===== src/common/ext_irq_map.vh =====
// register offsets, field positions, reset values and sense codes of the pin interrupt sense block
`ifndef EXT_IRQ_MAP_VH
`define EXT_IRQ_MAP_VH

`define ADDR_W              4
`define OFF_PIN_LOW_SENSE   4'h0
`define OFF_PIN_HIGH_SENSE  4'h1
`define OFF_GROUP_SENSE     4'h2
`define OFF_PIN_PENDING     4'h3
`define OFF_GROUP_PENDING   4'h4
`define OFF_PORT_SEL_LOW    4'h5
`define OFF_EXTRA_SENSE     4'hA
`define OFF_PORT_SEL_HIGH   4'hB
`define OFF_PIN_MASK        4'hC
`define OFF_GROUP_MASK      4'hD

`define RST_SENSE           8'h00
`define RST_PENDING         8'h00
`define RST_PORT_SEL        8'h00
`define RST_MASK            8'h00
`define RST_PIN_LEVEL       1'b1

`define EXTRA_SENSE_BITS    8'h0F
`define PORT_SEL_HIGH_BITS  8'h7F
`define GROUP_PEND_ALL      8'h3F
`define GROUP_PEND_SMALL    8'h0F

`define SENSE_FALL_LOW      2'h0
`define SENSE_RISE          2'h1
`define SENSE_FALL          2'h2
`define SENSE_BOTH          2'h3

`define GRP_B               0
`define GRP_D               1
`define GRP_E               2
`define GRP_F               3
`define GRP_G               4
`define GRP_H               5

`endif


===== src/verilog/ext_irq_sense.v =====
// pin interrupt sense block: sensitivity registers, pin synchronisers, edge/level detect, pending flags
//
// Decided for this implementation: the plain strobed port.
`timescale 1ns/1ps
`include "ext_irq_map.vh"

// Functional notes
// RULE_01: register 0x00 holds pin-bit 3..0 sense codes, two bits each, bit 3 on top.
// RULE_02: pin-bit 0 code covers ports A..F; pin-bit 1..7 codes cover ports A..E.
// RULE_03: register 0x01 holds pin-bit 7..4 sense codes, two bits each, bit 7 on top.
// RULE_04: register 0x02 holds group codes F,E,D,B from top; used when nibble routed.
// RULE_05: register 0x0A holds group H in 3:2, G in 1:0; upper bits reserved.
// RULE_06: sense fields take writes only while both cpu priority bits are one.
// RULE_07: code 00 falling plus low, 01 rising, 10 falling, 11 both edges.
// RULE_08: event on pin bit x of a covered port sets pending bit x at 0x03.
// RULE_09: writing one clears a pending flag; zero leaves it; one means pending.
// RULE_10: register 0x04 holds group pending flags B,D,E,F,G,H in bits 0..5.
// RULE_11: group G and H flags exist only on the larger variant; otherwise reserved.
// RULE_12: all sense and status registers read 0x00 after reset.
// RULE_13: a port-select bit routes a nibble to per-bit sources (0) or group source.
// RULE_14: a pin interrupts only when configured as input with interrupt enabled.
// RULE_15: priority level 3, both bits one, is the only unlocking state.
// RULE_16: pins pass a synchroniser; consecutive filtered samples reveal rising and falling edges.
// RULE_17: falling-plus-low code re-sets the flag every clock while the pin stays low.
module ext_irq_sense #(
  parameter HAS_GH = 1                          // 1: ports G and H present
) (
  input  wire        mclk,                      // 200 MHz clock
  input  wire        rst,                       // async reset, active high
  input  wire [3:0]  reg_addr,                  // register offset
  input  wire [7:0]  reg_wdata,                 // write data
  input  wire        reg_wr,                    // write strobe
  input  wire        reg_rd,                    // read strobe
  output reg  [7:0]  reg_rdata,                 // read data, cycle after strobe
  input  wire [63:0] pin_in,                    // port pins, port A in 7:0 .. port H in 63:56
  input  wire [63:0] pin_irq_en,                // pin is input with interrupt enabled
  input  wire        cpu_priority_high_bit,     // cpu condition flags priority bit 1
  input  wire        cpu_priority_low_bit,      // cpu condition flags priority bit 0
  output reg  [7:0]  pin_irq_req,               // per pin-bit requests, pending and unmasked
  output reg  [5:0]  group_irq_req,             // per group requests, pending and unmasked
  output reg         irq                        // any unmasked pending flag
);

  ////////////////////////////////////////////////////////////////////////////
  // registers
  reg  [7:0]  pin_low_sense_ctrl_r;
  reg  [7:0]  pin_high_sense_ctrl_r;
  reg  [7:0]  port_group_sense_ctrl_r;
  reg  [7:0]  extra_port_sense_ctrl_r;
  reg  [7:0]  pin_pending_flags_r;
  reg  [7:0]  port_group_pending_flags_r;
  reg  [7:0]  port_sel_low_r;
  reg  [7:0]  port_sel_high_r;
  reg  [7:0]  pin_mask_r;
  reg  [7:0]  group_mask_r;
  reg  [7:0]  pin_pending_nxt;
  reg  [7:0]  group_pending_nxt;
  reg  [7:0]  rdata_nxt;

  wire [7:0]  extra_bits;
  wire [7:0]  sel_high_bits;
  wire [7:0]  group_valid;
  wire        sense_unlock;
  wire        wr_low;
  wire        wr_high;
  wire        wr_group;
  wire        wr_extra;
  wire        wr_pin_pend;
  wire        wr_group_pend;
  wire        wr_sel_low;
  wire        wr_sel_high;
  wire        wr_pin_mask;
  wire        wr_group_mask;

  wire [7:0]  pin_req_nxt;
  wire [5:0]  group_req_nxt;

  assign extra_bits    = (HAS_GH != 0) ? `EXTRA_SENSE_BITS : 8'h00;     // [RULE_05]
  assign sel_high_bits = (HAS_GH != 0) ? `PORT_SEL_HIGH_BITS : 8'h00;
  assign group_valid   = (HAS_GH != 0) ? `GROUP_PEND_ALL : `GROUP_PEND_SMALL; // [RULE_11]

  // only level 3 opens the sense fields; other writes drop silently
  assign sense_unlock  = cpu_priority_high_bit & cpu_priority_low_bit; // [RULE_15]
  assign wr_low        = reg_wr & sense_unlock & (reg_addr == `OFF_PIN_LOW_SENSE);  // [RULE_06]
  assign wr_high       = reg_wr & sense_unlock & (reg_addr == `OFF_PIN_HIGH_SENSE); // [RULE_06]
  assign wr_group      = reg_wr & sense_unlock & (reg_addr == `OFF_GROUP_SENSE);    // [RULE_06]
  assign wr_extra      = reg_wr & sense_unlock & (reg_addr == `OFF_EXTRA_SENSE);    // [RULE_06]
  assign wr_pin_pend   = reg_wr & (reg_addr == `OFF_PIN_PENDING);
  assign wr_group_pend = reg_wr & (reg_addr == `OFF_GROUP_PENDING);
  // routing and masks stay open at any priority level
  assign wr_sel_low    = reg_wr & (reg_addr == `OFF_PORT_SEL_LOW);
  assign wr_sel_high   = reg_wr & (reg_addr == `OFF_PORT_SEL_HIGH);
  assign wr_pin_mask   = reg_wr & (reg_addr == `OFF_PIN_MASK);
  assign wr_group_mask = reg_wr & (reg_addr == `OFF_GROUP_MASK);

  ////////////////////////////////////////////////////////////////////////////
  // nibble routing: bit 2p is low nibble of port p, 2p+1 its high nibble
  wire [15:0] nib_grp;

  assign nib_grp[1:0]   = 2'b00;                                // port A: per-bit only
  assign nib_grp[3:2]   = port_sel_low_r[1:0];                  // port B [RULE_13]
  assign nib_grp[5:4]   = 2'b00;                                // port C: per-bit only
  assign nib_grp[7:6]   = port_sel_low_r[3:2];                  // port D [RULE_13]
  assign nib_grp[9:8]   = port_sel_low_r[5:4];                  // port E [RULE_13]
  assign nib_grp[11:10] = {port_sel_high_r[0], port_sel_low_r[6]}; // port F [RULE_13]
  assign nib_grp[13:12] = port_sel_high_r[2:1];                 // port G [RULE_13]
  assign nib_grp[15:14] = port_sel_high_r[4:3];                 // port H [RULE_13]

  ////////////////////////////////////////////////////////////////////////////
  // per-pin synchroniser and event detect
  wire [63:0] pin_evt;
  wire [63:0] bit_route;
  wire [63:0] grp_route;

  genvar gi;
  generate
    for (gi = 0; gi < 64; gi = gi + 1) begin : g_pin
      localparam PORT = gi / 8;
      localparam BITN = gi % 8;
      // port index to group slot; ports A and C have none
      localparam GSLOT = (PORT == 1) ? `GRP_B : (PORT == 3) ? `GRP_D : (PORT == 4) ? `GRP_E :
                         (PORT == 5) ? `GRP_F : (PORT == 6) ? `GRP_G : (PORT == 7) ? `GRP_H : 0;
      localparam HAS_GRP = (PORT == 1) || (PORT == 3) || (PORT >= 4);
      localparam IN_BITS = (PORT <= 4) || ((PORT == 5) && (BITN == 0));      // [RULE_02]
      localparam PRESENT = (PORT < 6) || (HAS_GH != 0);

      reg        s1_r;
      reg        s2_r;
      reg        s3_r;
      reg        lvl_r;
      reg  [1:0] code;
      wire       grp_sel;
      wire       agree;
      wire       rise;
      wire       fall;
      reg        hit;

      // third stage only confirms: a level counts once stages two and three match
      always @(posedge mclk or posedge rst) begin
        if (rst) begin
          s1_r  <= `RST_PIN_LEVEL;
          s2_r  <= `RST_PIN_LEVEL;
          s3_r  <= `RST_PIN_LEVEL;
          lvl_r <= `RST_PIN_LEVEL;
        end else begin
          s1_r  <= pin_in[gi];
          s2_r  <= s1_r;
          s3_r  <= s2_r;
          if (agree) begin
            lvl_r <= s3_r;                      // [RULE_16]
          end
        end
      end

      assign agree   = (s2_r == s3_r);
      assign rise    = agree & s3_r & ~lvl_r;   // [RULE_16]
      assign fall    = agree & ~s3_r & lvl_r;   // [RULE_16]
      assign grp_sel = HAS_GRP ? nib_grp[PORT * 2 + BITN / 4] : 1'b0;

      always @* begin
        code = `SENSE_FALL_LOW;
        if (grp_sel) begin
          case (GSLOT)
            `GRP_B:  code = port_group_sense_ctrl_r[1:0];     // [RULE_04]
            `GRP_D:  code = port_group_sense_ctrl_r[3:2];     // [RULE_04]
            `GRP_E:  code = port_group_sense_ctrl_r[5:4];     // [RULE_04]
            `GRP_F:  code = port_group_sense_ctrl_r[7:6];     // [RULE_04]
            `GRP_G:  code = extra_port_sense_ctrl_r[1:0];     // [RULE_05]
            `GRP_H:  code = extra_port_sense_ctrl_r[3:2];     // [RULE_05]
            default: code = `SENSE_FALL_LOW;
          endcase
        end else if (BITN < 4) begin
          code = pin_low_sense_ctrl_r[BITN * 2 +: 2];         // [RULE_01]
        end else begin
          code = pin_high_sense_ctrl_r[(BITN - 4) * 2 +: 2];  // [RULE_03]
        end
      end

      // a held low keeps firing, so a clear only sticks once the pin goes high
      always @* begin
        case (code)
          `SENSE_FALL_LOW: hit = fall | ~lvl_r;               // [RULE_07] [RULE_17]
          `SENSE_RISE:     hit = rise;                        // [RULE_07]
          `SENSE_FALL:     hit = fall;                        // [RULE_07]
          `SENSE_BOTH:     hit = rise | fall;                 // [RULE_07]
          default:         hit = 1'b0;
        endcase
      end

      assign pin_evt[gi]   = hit & pin_irq_en[gi] & (PRESENT != 0);   // [RULE_14]
      assign bit_route[gi] = (IN_BITS != 0) & ~grp_sel;               // [RULE_02] [RULE_13]
      assign grp_route[gi] = grp_sel;                                 // [RULE_13]
    end
  endgenerate

  ////////////////////////////////////////////////////////////////////////////
  // collect events into pin-bit and group sets
  reg  [7:0] pin_set;
  reg  [7:0] group_set;
  wire [5:0] group_hit;
  integer    p;
  integer    b;

  // one slot per group: OR over the pins of the owning port routed to it
  genvar gg;
  generate
    for (gg = 0; gg < 6; gg = gg + 1) begin : g_grp
      localparam BASE = (gg == `GRP_B) ? 8 : (gg == `GRP_D) ? 24 : (gg == `GRP_E) ? 32 :
                        (gg == `GRP_F) ? 40 : (gg == `GRP_G) ? 48 : 56;
      assign group_hit[gg] = |(pin_evt[BASE +: 8] & grp_route[BASE +: 8]);   // [RULE_10]
    end
  endgenerate

  always @* begin
    pin_set   = 8'h00;
    group_set = 8'h00;
    for (p = 0; p < 8; p = p + 1) begin
      for (b = 0; b < 8; b = b + 1) begin
        if (pin_evt[p * 8 + b] & bit_route[p * 8 + b]) begin
          pin_set[b] = 1'b1;                                  // [RULE_08]
        end
      end
    end
    group_set = {2'b00, group_hit} & group_valid;             // [RULE_11]
  end

  ////////////////////////////////////////////////////////////////////////////
  // pending flags: a new event outranks a clear in the same cycle
  always @* begin
    pin_pending_nxt   = pin_pending_flags_r;
    group_pending_nxt = port_group_pending_flags_r;
    if (wr_pin_pend) begin
      pin_pending_nxt = pin_pending_nxt & ~reg_wdata;         // [RULE_09]
    end
    if (wr_group_pend) begin
      group_pending_nxt = group_pending_nxt & ~reg_wdata;     // [RULE_09]
    end
    pin_pending_nxt   = pin_pending_nxt | pin_set;            // [RULE_08]
    group_pending_nxt = (group_pending_nxt | group_set) & group_valid; // [RULE_10]
  end

  ////////////////////////////////////////////////////////////////////////////
  // read mux; unmapped offsets read zero
  always @* begin
    case (reg_addr)
      `OFF_PIN_LOW_SENSE:  rdata_nxt = pin_low_sense_ctrl_r;
      `OFF_PIN_HIGH_SENSE: rdata_nxt = pin_high_sense_ctrl_r;
      `OFF_GROUP_SENSE:    rdata_nxt = port_group_sense_ctrl_r;
      `OFF_PIN_PENDING:    rdata_nxt = pin_pending_flags_r;           // [RULE_09]
      `OFF_GROUP_PENDING:  rdata_nxt = port_group_pending_flags_r;    // [RULE_09]
      `OFF_PORT_SEL_LOW:   rdata_nxt = port_sel_low_r;
      `OFF_EXTRA_SENSE:    rdata_nxt = extra_port_sense_ctrl_r;       // [RULE_05]
      `OFF_PORT_SEL_HIGH:  rdata_nxt = port_sel_high_r;
      `OFF_PIN_MASK:       rdata_nxt = pin_mask_r;
      `OFF_GROUP_MASK:     rdata_nxt = group_mask_r;
      default:             rdata_nxt = 8'h00;
    endcase
  end

  ////////////////////////////////////////////////////////////////////////////
  // unmasked requests, registered below so every output leaves a flop
  assign pin_req_nxt   = pin_pending_flags_r & pin_mask_r;
  assign group_req_nxt = port_group_pending_flags_r[5:0] & group_mask_r[5:0];

  ////////////////////////////////////////////////////////////////////////////
  // sensitivity registers: writes land only at level 3
  always @(posedge mclk or posedge rst) begin
    if (rst) begin
      pin_low_sense_ctrl_r    <= `RST_SENSE;    // [RULE_12]
      pin_high_sense_ctrl_r   <= `RST_SENSE;    // [RULE_12]
      port_group_sense_ctrl_r <= `RST_SENSE;    // [RULE_12]
      extra_port_sense_ctrl_r <= `RST_SENSE;    // [RULE_12]
    end else begin
      if (wr_low) begin
        pin_low_sense_ctrl_r <= reg_wdata;          // [RULE_01]
      end
      if (wr_high) begin
        pin_high_sense_ctrl_r <= reg_wdata;         // [RULE_03]
      end
      if (wr_group) begin
        port_group_sense_ctrl_r <= reg_wdata;       // [RULE_04]
      end
      if (wr_extra) begin
        extra_port_sense_ctrl_r <= reg_wdata & extra_bits;   // [RULE_05]
      end
    end
  end

  ////////////////////////////////////////////////////////////////////////////
  // routing and mask registers; 0x05 bit 7 and 0x0B bits 6:5 are stored only,
  // they steer vectors outside this block and never touch a flag
  always @(posedge mclk or posedge rst) begin
    if (rst) begin
      port_sel_low_r  <= `RST_PORT_SEL;
      port_sel_high_r <= `RST_PORT_SEL;
      // all masked after reset, so a fresh part stays quiet until software opts in
      pin_mask_r      <= `RST_MASK;
      group_mask_r    <= `RST_MASK;
    end else begin
      if (wr_sel_low) begin
        port_sel_low_r <= reg_wdata;
      end
      if (wr_sel_high) begin
        port_sel_high_r <= reg_wdata & sel_high_bits;
      end
      if (wr_pin_mask) begin
        pin_mask_r <= reg_wdata;
      end
      if (wr_group_mask) begin
        group_mask_r <= reg_wdata & group_valid;
      end
    end
  end

  ////////////////////////////////////////////////////////////////////////////
  // pending flags
  always @(posedge mclk or posedge rst) begin
    if (rst) begin
      pin_pending_flags_r        <= `RST_PENDING;   // [RULE_12]
      port_group_pending_flags_r <= `RST_PENDING;   // [RULE_12]
    end else begin
      pin_pending_flags_r        <= pin_pending_nxt;
      port_group_pending_flags_r <= group_pending_nxt;
    end
  end

  ////////////////////////////////////////////////////////////////////////////
  // registered outputs
  always @(posedge mclk or posedge rst) begin
    if (rst) begin
      reg_rdata     <= 8'h00;
      pin_irq_req   <= 8'h00;
      group_irq_req <= 6'h00;
      irq           <= 1'b0;
    end else begin
      // read data live only in the cycle after the strobe
      reg_rdata     <= reg_rd ? rdata_nxt : 8'h00;
      // requests follow the flags one cycle late, trading a cycle for flop outputs
      pin_irq_req   <= pin_req_nxt;
      group_irq_req <= group_req_nxt;
      irq           <= |{pin_req_nxt, group_req_nxt};
    end
  end

endmodule // ext_irq_sense


===== config.mk =====
export PLATFORM = sky130hd
export DESIGN_NAME = ext_irq_sense
export DESIGN_NICKNAME = d
export VERILOG_FILES = /design/src/verilog/ext_irq_sense.v
export VERILOG_INCLUDE_DIRS = /design/src /design/src/common
export SDC_FILE = /design/constraint.sdc
export NUM_CORES = 1
export LEC_CHECK = 0
export ABC_CLOCK_PERIOD_IN_PS = 20800
export BUFFER_PORTS_ARGS = -buffer_cell sky130_fd_sc_hd__buf_2
export CAP_MARGIN = 20
export CORE_ASPECT_RATIO = 0.75
export CORE_MARGIN = 5
export CORE_UTILIZATION = 30
export CTS_CLUSTER_DIAMETER = 30
export CTS_CLUSTER_SIZE = 8
export DETAILED_ROUTE_END_ITERATION = 10
export SYNTH_ARGS = -nofsm -noshare
export SYNTH_HDL_FRONTEND = slang
export SYNTH_SLANG_ARGS = --single-unit

===== constraint.sdc =====
create_clock -name mclk -period 20.8 [get_ports mclk]
set_input_delay 4.16 -clock mclk [delete_from_list [all_inputs] [get_ports mclk]]
set_output_delay 4.16 -clock mclk [all_outputs]
set_load 0.02 [all_outputs]

## Word-level counts from Yosys, hierarchy flattened

Index checks and enable logic that the tools add are counted.

- Register bits: 350
- Memories kept: 0
- ROM bits: 0
- RAM bits: 0
- Latch bits: 0

- Shift operators: 0
- Reductions and logical operators: 64
- Divide/modulo/power cells: 0
- Order comparisons: 0
- Add/sub/neg operators: 0
- Equal/unequal tests: 241
- Bitwise logic cells: 633
- Mux-type cells: 157
- $mul: 0

Operator list:

| operator | count |
|---|---|
| $and A1 B1 Y1 | 357 |
| $pmux W1 S4 | 64 |
| $eq A2 B2 Y1 const B | 112 |
| $not A1 Y1 | 135 |
| $or A1 B1 Y1 | 128 |
| $eq A2 B1 Y1 const B | 56 |
| $logic_not A2 Y1 | 56 |
| $mux W2 | 48 |
| $pmux W8 S10 | 1 |
| $and A8 B8 Y8 | 8 |
| $eq A1 B1 Y1 | 64 |
| $reduce_or A8 Y1 | 6 |
| $mux W1 | 41 |
| $eq A4 B4 Y1 const B | 4 |
| $mux W8 | 2 |
| $reduce_or A14 Y1 | 1 |
| $and A6 B6 Y6 | 2 |
| $eq A4 B2 Y1 const B | 2 |
| $eq A4 B3 Y1 const B | 2 |
| $not A8 Y8 | 1 |
| $or A8 B8 Y8 | 1 |
| $mux W6 | 1 |
| $or A6 B6 Y6 | 1 |
| $eq A4 B1 Y1 const B | 1 |
| $logic_not A4 Y1 | 1 |

## Longest topological paths before layout

Gate-level depths: netlist of run 1.

- Depth in word-level cells: 13
- Gate-level depth with buffers: 10

## Worst setup path after synthesis of run 1

OpenSTA, ideal clock, no wires.

- Path type: in2reg
- From: input reg_addr[1]
- To: register extra_port_sense_ctrl_r[0]
- Data required time: 20.675 ns
- Arrival time: 5.378 ns
- Setup slack: 15.297 ns
- Stages: 6
- Cells stage by stage: clkbuf_2 -> nor2b_1 -> buf_2 -> nand2_1 -> nor3_1 -> mux2_2

- Word-level cells in the longest chain between the ends: 2

Ends and longest elaborated chain:

| element | RTL line | text |
|---|---|---|
| start: declaration | ext_irq_sense.v:30 | `input wire [3:0] reg_addr,` |
| $eq A4 B4 Y1 | n/a |  |
| $and A1 B1 Y1 | ext_irq_sense.v:87 | `` assign wr_extra = reg_wr & sense_unlock & (reg_addr == `OFF_EXTRA_SENSE); `` |
| end signal: assignment | ext_irq_sense.v:272 | `` extra_port_sense_ctrl_r <= `RST_SENSE; `` |
| end signal: assignment | ext_irq_sense.v:284 | `extra_port_sense_ctrl_r <= reg_wdata & extra_bits;` |
| end: declaration | ext_irq_sense.v:49 | `reg [7:0] extra_port_sense_ctrl_r;` |

No other way between the ends.
A chain may end at the register's enable or synchronous reset.

==> results.json, run 1 <==
{
  "worst-slew-pin-transition_ps": 1020,
  "groute.usage.overall_pct": 16.1,
  "leading_register_cell_type_out_of_synthesis": "sky130_fd_sc_hd__dfstp_2",
  "later_pin_clock_latency_in_the_skew_report_ps": 620,
  "setup_fix_bufs_post_cts": 0,
  "critPathMaxFanout": 136,
  "grt_first_pass_wirelength_um": 84700,
  "yosys.area_share.xor_xnor_pct": 0,
  "synth_compound_gate_area_share_pct": 14.5,
  "cp_data_required_time_ps": 21390,
  "finalClockSkew_ps": 28.2,
  "worst_slack_ps": 14880,
  "seqCellArea_mm2": 0.00908,
  "clock_sink_count": 350,
  "worst_ir_drop_vdd_mv": 0.0545,
  "num_rows": 80,
  "final_hold_vios": 0,
  "timing.final.max_slew_violations": 0,
  "root_buffer_cell": "sky130_fd_sc_hd__clkbuf_16",
  "seq_area_frac_synth_pct": 47.7,
  "tritoncts.num_buffers": 86,
  "drive_gt1_share_pct": 31.4,
  "routed_via_density": 4.69,
  "post_synth_inst_count": 1750,
  "postSynth.asyncResetShare_pct": 100,
  "overflow": 0,
  "num-nets-final": 2416,
  "dr_total_vias": 13656,
  "fmax_mhz": 169,
  "cp_class": "in -> async",
  "syn_nets": 2192,
  "post-place-ws_ps": 13970,
  "boundaryPins": 169,
  "period_minus_slack_ps": 5920,
  "yosysMostFrequentCell": "sky130_fd_sc_hd__ha_1",
  "routed_wire_length_per_instance_um": 18.9,
  "finalWirelength_um": 55100,
  "synth_top_family_by_area": "adder cells",
  "outcome": "finished, final reports clean",
  "hpwlAfterDp_um": 41000,
  "worstHoldPathType": "reg -> reg",
  "reg_clk_slew_reported_paths_ps": 50,
  "cts_max_path_buffers": 3,
  "cellPowerDensity_mw_per_mm2": 116,
  "floorplan.die.height_um": 228,
  "yosys.area.top_type_share_pct": 35.3,
  "grt_antenna_before_repair": 8,
  "post_synth_most_frequent_cells": "sky130_fd_sc_hd__ha_1, sky130_fd_sc_hd__dfstp_2, sky130_fd_sc_hd__inv_1, sky130_fd_sc_hd__nand2_1, sky130_fd_sc_hd__o21ai_0",
  "port_buffers": 168,
  "detail_route.drc_violations": 0,
  "post_synth_mux_area_share_pct": 3.50,
  "cap_viol_max_count": 0,
  "area_fraction_in_and_or_nand_and_nor_cells_after_synthesis_pct": 9.04,
  "initial_utilization_pct": 30.1,
  "synth.area.top_cells": "sky130_fd_sc_hd__dfstp_2, sky130_fd_sc_hd__ha_1, sky130_fd_sc_hd__dfrtp_1",
  "synth_warnings": 0,
  "post_synth.cell_area_avg_um2": 10.9,
  "r2r_slack_ps": 17790,
  "pin_count_of_the_biggest_net_entering_global_routing": 137,
  "setup_total_negative_slack_ps": 0,
  "edff_count_synth": 0,
  "drt-initial-drc-count": 748,
  "final-setup-viol-count": 0,
  "synth.largest_area_cell": "sky130_fd_sc_hd__dfstp_2",
  "rsz0062_at_grt": "false",
  "chipWidth_um": 301,
  "fill_cell_instance_count_of_the_final_layout": 6174,
  "dr.pass1.iters": 5,
  "postLayoutCoreUtil_pct": 38.0,
  "postSynthRegisterBits": 350,
  "ant_nets": 0,
  "post_synth_num_cell_types": 59,
  "holdWs_ps": 341,
  "total_leakage_power_nw": 11.5,
  "core-area_mm2": 0.0633,
  "area_of_combinational_cells_with_multiple_inputs_mm2": 0.00885,
  "clock_tree_from_tritoncts": "done",
  "post-route-period-util_pct": 28.4,
  "dieArea_mm2": 0.0686,
  "adder_cell_share_of_the_synthesized_area_pct": 19.5,
  "htree_levels": 3,
  "first_global_vias": 14616,
  "syn_to_final_growth_pct": 26.4,
  "critPathLaunchType": "input pin",
  "post_cts_resize_count": 0,
  "end_kind": "async pin",
  "postCtsHoldBufs": 0,
  "globalplace.congestion": 0.887,
  "worst-endpoint-arrival_ps": 6510,
  "maxSlewHeadroom_pct": 32.3,
  "mappedNetlistArea_mm2": 0.0190
}
## cell families after synthesis
family,Yosys count
buf+inv,290
fa+ha+maj,296
compound gates,395
flops,350
mux,59
simple gates,360
## critical path, stage by stage
cell	delay, ps
sky130_fd_sc_hd__buf_2	130
sky130_fd_sc_hd__inv_8	550
sky130_fd_sc_hd__buf_4	690
sky130_fd_sc_hd__buf_4	840
## per-stage QoR
stage          instance area [um^2]  instances  power [mW]
6_report                      24100       2913        2.80
5_1_grt                       24000       2909        2.95
4_1_cts                       24000       2908        2.84
3_5_place_dp                  20800       2746        1.36
3_3_place_gp                  20800       2746        1.33
2_1_floorplan                 19000       1750        1.18
## report_power, final
group | total (mW) | switching (mW) | internal (mW)
registers | 0.866 | 0.0874 | 0.779
logic | 0.490 | 0.286 | 0.205
clock network | 1.44 | 0.427 | 1.02
total | 2.80 | 0.800 | 2.00
## cell usage in the layout, fill, tap and decap left out, types with 5 or more instances in the layout
master	instances
sky130_fd_sc_hd__clkbuf_1	10
sky130_fd_sc_hd__ha_1	296
sky130_fd_sc_hd__bufinv_16	17
sky130_fd_sc_hd__clkinv_1	8
sky130_fd_sc_hd__dfrtp_1	94
sky130_fd_sc_hd__nor2b_1	11
sky130_fd_sc_hd__nand2b_1	43
sky130_fd_sc_hd__buf_2	168
sky130_fd_sc_hd__inv_1	243
sky130_fd_sc_hd__and2_1	14
sky130_fd_sc_hd__o22a_1	14
sky130_fd_sc_hd__a21boi_0	15
sky130_fd_sc_hd__buf_4	5
sky130_fd_sc_hd__clkinv_2	14
sky130_fd_sc_hd__o32ai_1	15
sky130_fd_sc_hd__a21oi_1	27
sky130_fd_sc_hd__nand2_1	175
sky130_fd_sc_hd__clkinv_4	9
sky130_fd_sc_hd__mux2_2	50
sky130_fd_sc_hd__nor2_1	31
sky130_fd_sc_hd__a221o_1	45
sky130_fd_sc_hd__o211ai_1	16
sky130_fd_sc_hd__nand3_1	48
sky130_fd_sc_hd__a32oi_1	9
sky130_fd_sc_hd__mux2i_1	8
sky130_fd_sc_hd__a22oi_1	6
sky130_fd_sc_hd__clkinvlp_4	8
sky130_fd_sc_hd__nand4_1	10
sky130_fd_sc_hd__clkbuf_8	11
sky130_fd_sc_hd__dfstp_2	256
sky130_fd_sc_hd__o21ai_0	131
sky130_fd_sc_hd__clkbuf_16	87
sky130_fd_sc_hd__a222oi_1	8
sky130_fd_sc_hd__o21a_1	88
## worst paths after layout
path,depth (start not counted),to,startpoint
max in group mclk,5,port_group_sense_ctrl_r[2],reg_addr[3]
hold reg to reg,0,g_pin[26].s2_r,g_pin[26].s1_r
hold / removal,0,g_pin[26].s2_r,g_pin[26].s1_r
setup / recovery,4,pin_pending_flags_r[5],rst
setup reg to reg,8,port_group_pending_flags_r[2],pin_high_sense_ctrl_r[2]
min in group asynchronous,2,group_irq_req[2],rst
## routing by layer
metal	up-vias	GRT usage, %	share of wire (%)
li1	6455	-	-
met1	6720	21.7	46
met2	351	24.3	44
met5	-	0	0.10
met3	122	5.31	7.3
met4	8	5.29	3.0
## layout make-up
type                    instances  share of cell area, %
repair buffers                174                   3.77
clock inverters                54                   3.36
multi-input cells            1110                   36.8
clock buffers                 108                   9.84
diodes                          4                 0.0416
inverters                     252                   3.96
well taps                     861                   4.48
flip-flops and latches        350                   37.7
## registers in the layout, summed over array words and instances (netlist names), 64 cells and up
name         count
g_pin.lvl_r     64
g_pin.s1_r      64
g_pin.s3_r      64
g_pin.s2_r      64
No activity file was read; power rests on OpenSTA's default activity.
==> run 2: changes to the inputs <==
--- a/config.mk
+++ b/config.mk
@@ -6,7 +6,7 @@
 export SDC_FILE = /design/constraint.sdc
 export NUM_CORES = 1
 export LEC_CHECK = 0
-export ABC_CLOCK_PERIOD_IN_PS = 20800
+export ABC_CLOCK_PERIOD_IN_PS = 6150
 export BUFFER_PORTS_ARGS = -buffer_cell sky130_fd_sc_hd__buf_2
 export CAP_MARGIN = 20
 export CORE_ASPECT_RATIO = 0.75
==> constraint.sdc (replaced) <==
create_clock -name mclk -period 6.15 [get_ports mclk]
set_input_delay 1.23 -clock mclk [delete_from_list [all_inputs] [get_ports mclk]]
set_output_delay 1.23 -clock mclk [all_outputs]
set_load 0.02 [all_outputs]
==> run 2 against run 1 <==
Combinational power grew to 3.4 times the previous value. Flip-flop and latch count is the same. Clock power grew to 3.3 times the previous value. Die area is the same. Hold slack gained 2.0 ps. Count of clock-buffer cells in the layout shrank 6. Global-route usage shrank 0.21 points. First-iteration DRC count shrank 8.8%. Setup slack lost 12000 ps. Clock skew shrank 5.0 ps. Core utilization shrank 0.12 points. Critical path depth grew 3. Critical endpoint is now port_group_pending_flags_r[2].
==> results.json, run 2 (synthesis gave the netlist of run 1 again) <==
{
  "fill_cell_instance_count_of_the_final_layout": 6171,
  "hpwlAfterDp_um": 41300,
  "worst_hold_startpoint": "g_pin[33].s1_r",
  "postLayoutCoreUtil_pct": 37.9,
  "reg_clk_slew_reported_paths_ps": 50,
  "drive_gt1_share_pct": 31.5,
  "grt_antenna_before_repair": 7,
  "cellPowerDensity_mw_per_mm2": 391,
  "finalClockSkew_ps": 23.1,
  "postCtsHoldBufs": 0,
  "maxSlewHeadroom_pct": 39.0,
  "critPathMaxFanout": 8,
  "first_global_vias": 14555,
  "cp_data_required_time_ps": 6630,
  "setup_total_negative_slack_ps": 0,
  "cts_max_path_buffers": 3,
  "floorplan.die.height_um": 228,
  "finalWirelength_um": 55100,
  "worst_ir_drop_vdd_mv": 0.212,
  "outcome": "finished, final reports clean",
  "syn_to_final_growth_pct": 26.0,
  "cp_cell_sequence": "clkinv_1, o21a_1, ha_1, a221o_1, nand3_1, nand4_1, a221o_1",
  "post-route-period-util_pct": 46.5,
  "rr_startpoint": "pin_high_sense_ctrl_r[1]",
  "fmax_mhz": 350,
  "htree_levels": 3,
  "pin_count_of_the_biggest_net_entering_global_routing": 104,
  "area_of_combinational_cells_with_multiple_inputs_mm2": 0.00885,
  "port_buffers": 168,
  "boundaryPins": 169,
  "dieArea_mm2": 0.0686,
  "worst-slew-pin-transition_ps": 913,
  "total_leakage_power_nw": 11.4,
  "final-setup-viol-count": 0,
  "routed_via_density": 4.70,
  "worst_slack_ps": 3290,
  "dr.pass1.iters": 5,
  "period_minus_slack_ps": 2860,
  "ant_nets": 0,
  "cap_viol_max_count": 0,
  "layout_common_cells": "sky130_fd_sc_hd__ha_1, sky130_fd_sc_hd__dfstp_2, sky130_fd_sc_hd__inv_1",
  "post_cts_resize_count": 0,
  "groute.usage.overall_pct": 15.8,
  "worst-endpoint-arrival_ps": 3340,
  "routed_wire_length_per_instance_um": 19.0,
  "clock_tree_from_tritoncts": "done",
  "detail_route.drc_violations": 0,
  "critPathMaxStageDelay_ps": 470,
  "tritoncts.num_buffers": 85,
  "later_pin_clock_latency_in_the_skew_report_ps": 610,
  "core-area_mm2": 0.0633,
  "num_rows": 80,
  "clock_sink_count": 350,
  "chipWidth_um": 301,
  "setup_fix_bufs_post_cts": 0,
  "rsz0062_at_grt": "false",
  "dr_total_vias": 13646,
  "end_kind": "flip-flop",
  "critPathLaunchType": "flip-flop",
  "drt-initial-drc-count": 682,
  "globalplace.congestion": 0.894,
  "num-nets-final": 2414,
  "final_hold_vios": 0,
  "worstHoldPathType": "reg -> reg",
  "root_buffer_cell": "sky130_fd_sc_hd__clkbuf_16",
  "worst_path_most_repeated_cell": "sky130_fd_sc_hd__a221o_1",
  "overflow": 0,
  "seqCellArea_mm2": 0.00908,
  "cp_class": "reg -> reg",
  "timing.final.max_slew_violations": 0,
  "post-place-ws_ps": 2850,
  "grt_first_pass_wirelength_um": 83600,
  "crit_path_top_delay_cell": "sky130_fd_sc_hd__dfrtp_1",
  "layout.cells.most_common": "sky130_fd_sc_hd__ha_1",
  "initial_utilization_pct": 30.1,
  "setup.worst_path.start": "pin_high_sense_ctrl_r[1]"
}
==> run 2: worst paths after layout <==
| path | end | slack [ps] | cells after the start |
|---|---|---|---|
| worst max register to register | port_group_pending_flags_r[2] | 3290 | 7 |
| worst min register to register | g_pin[33].s2_r | 340 | 0 |
| max in group asynchronous | pin_irq_req[4] | 4260 | 3 |
| min in group asynchronous | group_irq_req[4] | 830 | 2 |
| worst min-delay path | g_pin[33].s2_r | 340 | 0 |
| worst max-delay path | port_group_pending_flags_r[2] | 3290 | 7 |
==> run 2: critical path, delay by kind of cell, from the launching register on <==
kind | cells | cell delay [ps]
AOI/OAI and AO/OA | 3 | 1090
adders and majority gates | 1 | 300
buffers and inverters | 1 | 470
DFF | 1 | 470
and+or+nand+nor | 2 | 370
==> run 2: routing by layer <==
metal	wire (um)	vias up	global-route usage (%)
met1	25300	6692	21.5
met2	23700	375	23.8
met3	4130	125	5.11
met5	49	-	0
li1	-	6446	-
met4	1860	8	5.50
==> run 2: power breakdown <==
group | switching, mW | total [mW] | leakage, nW | internal, mW
combinational | 0.963 | 1.65 | 6.12 | 0.691
sequential | 0.296 | 2.93 | 3.81 | 2.63
clock | 1.43 | 4.79 | 1.49 | 3.36
total | 2.69 | 9.37 | 11.4 | 6.69
==> run 2: area by class of cell <==
cell class	count	share of cell area (%)
Antenna cell	3	0.0313
Clock buffer	102	9.73
Clock inverter	55	3.17
Inverter	252	3.96
Multi-Input combinational cell	1110	36.9
Sequential cell	350	37.9
Tap cell	861	4.49
Timing Repair Buffer	173	3.82
==> run 2: per-stage QoR <==
step | cell area (um^2) | hold WS [ps] | instances | power (mW)
final | 24000 | 343 | 2906 | 9.37
after global routing | 24000 | 343 | 2903 | 9.86
after CTS | 24000 | 342 | 2903 | 9.49
after detailed placement | 20900 | 347 | 2746 | 4.60
after global placement | 20900 | 346 | 2746 | 4.51
after floorplan | 19000 | 345 | 1750 | 4.00
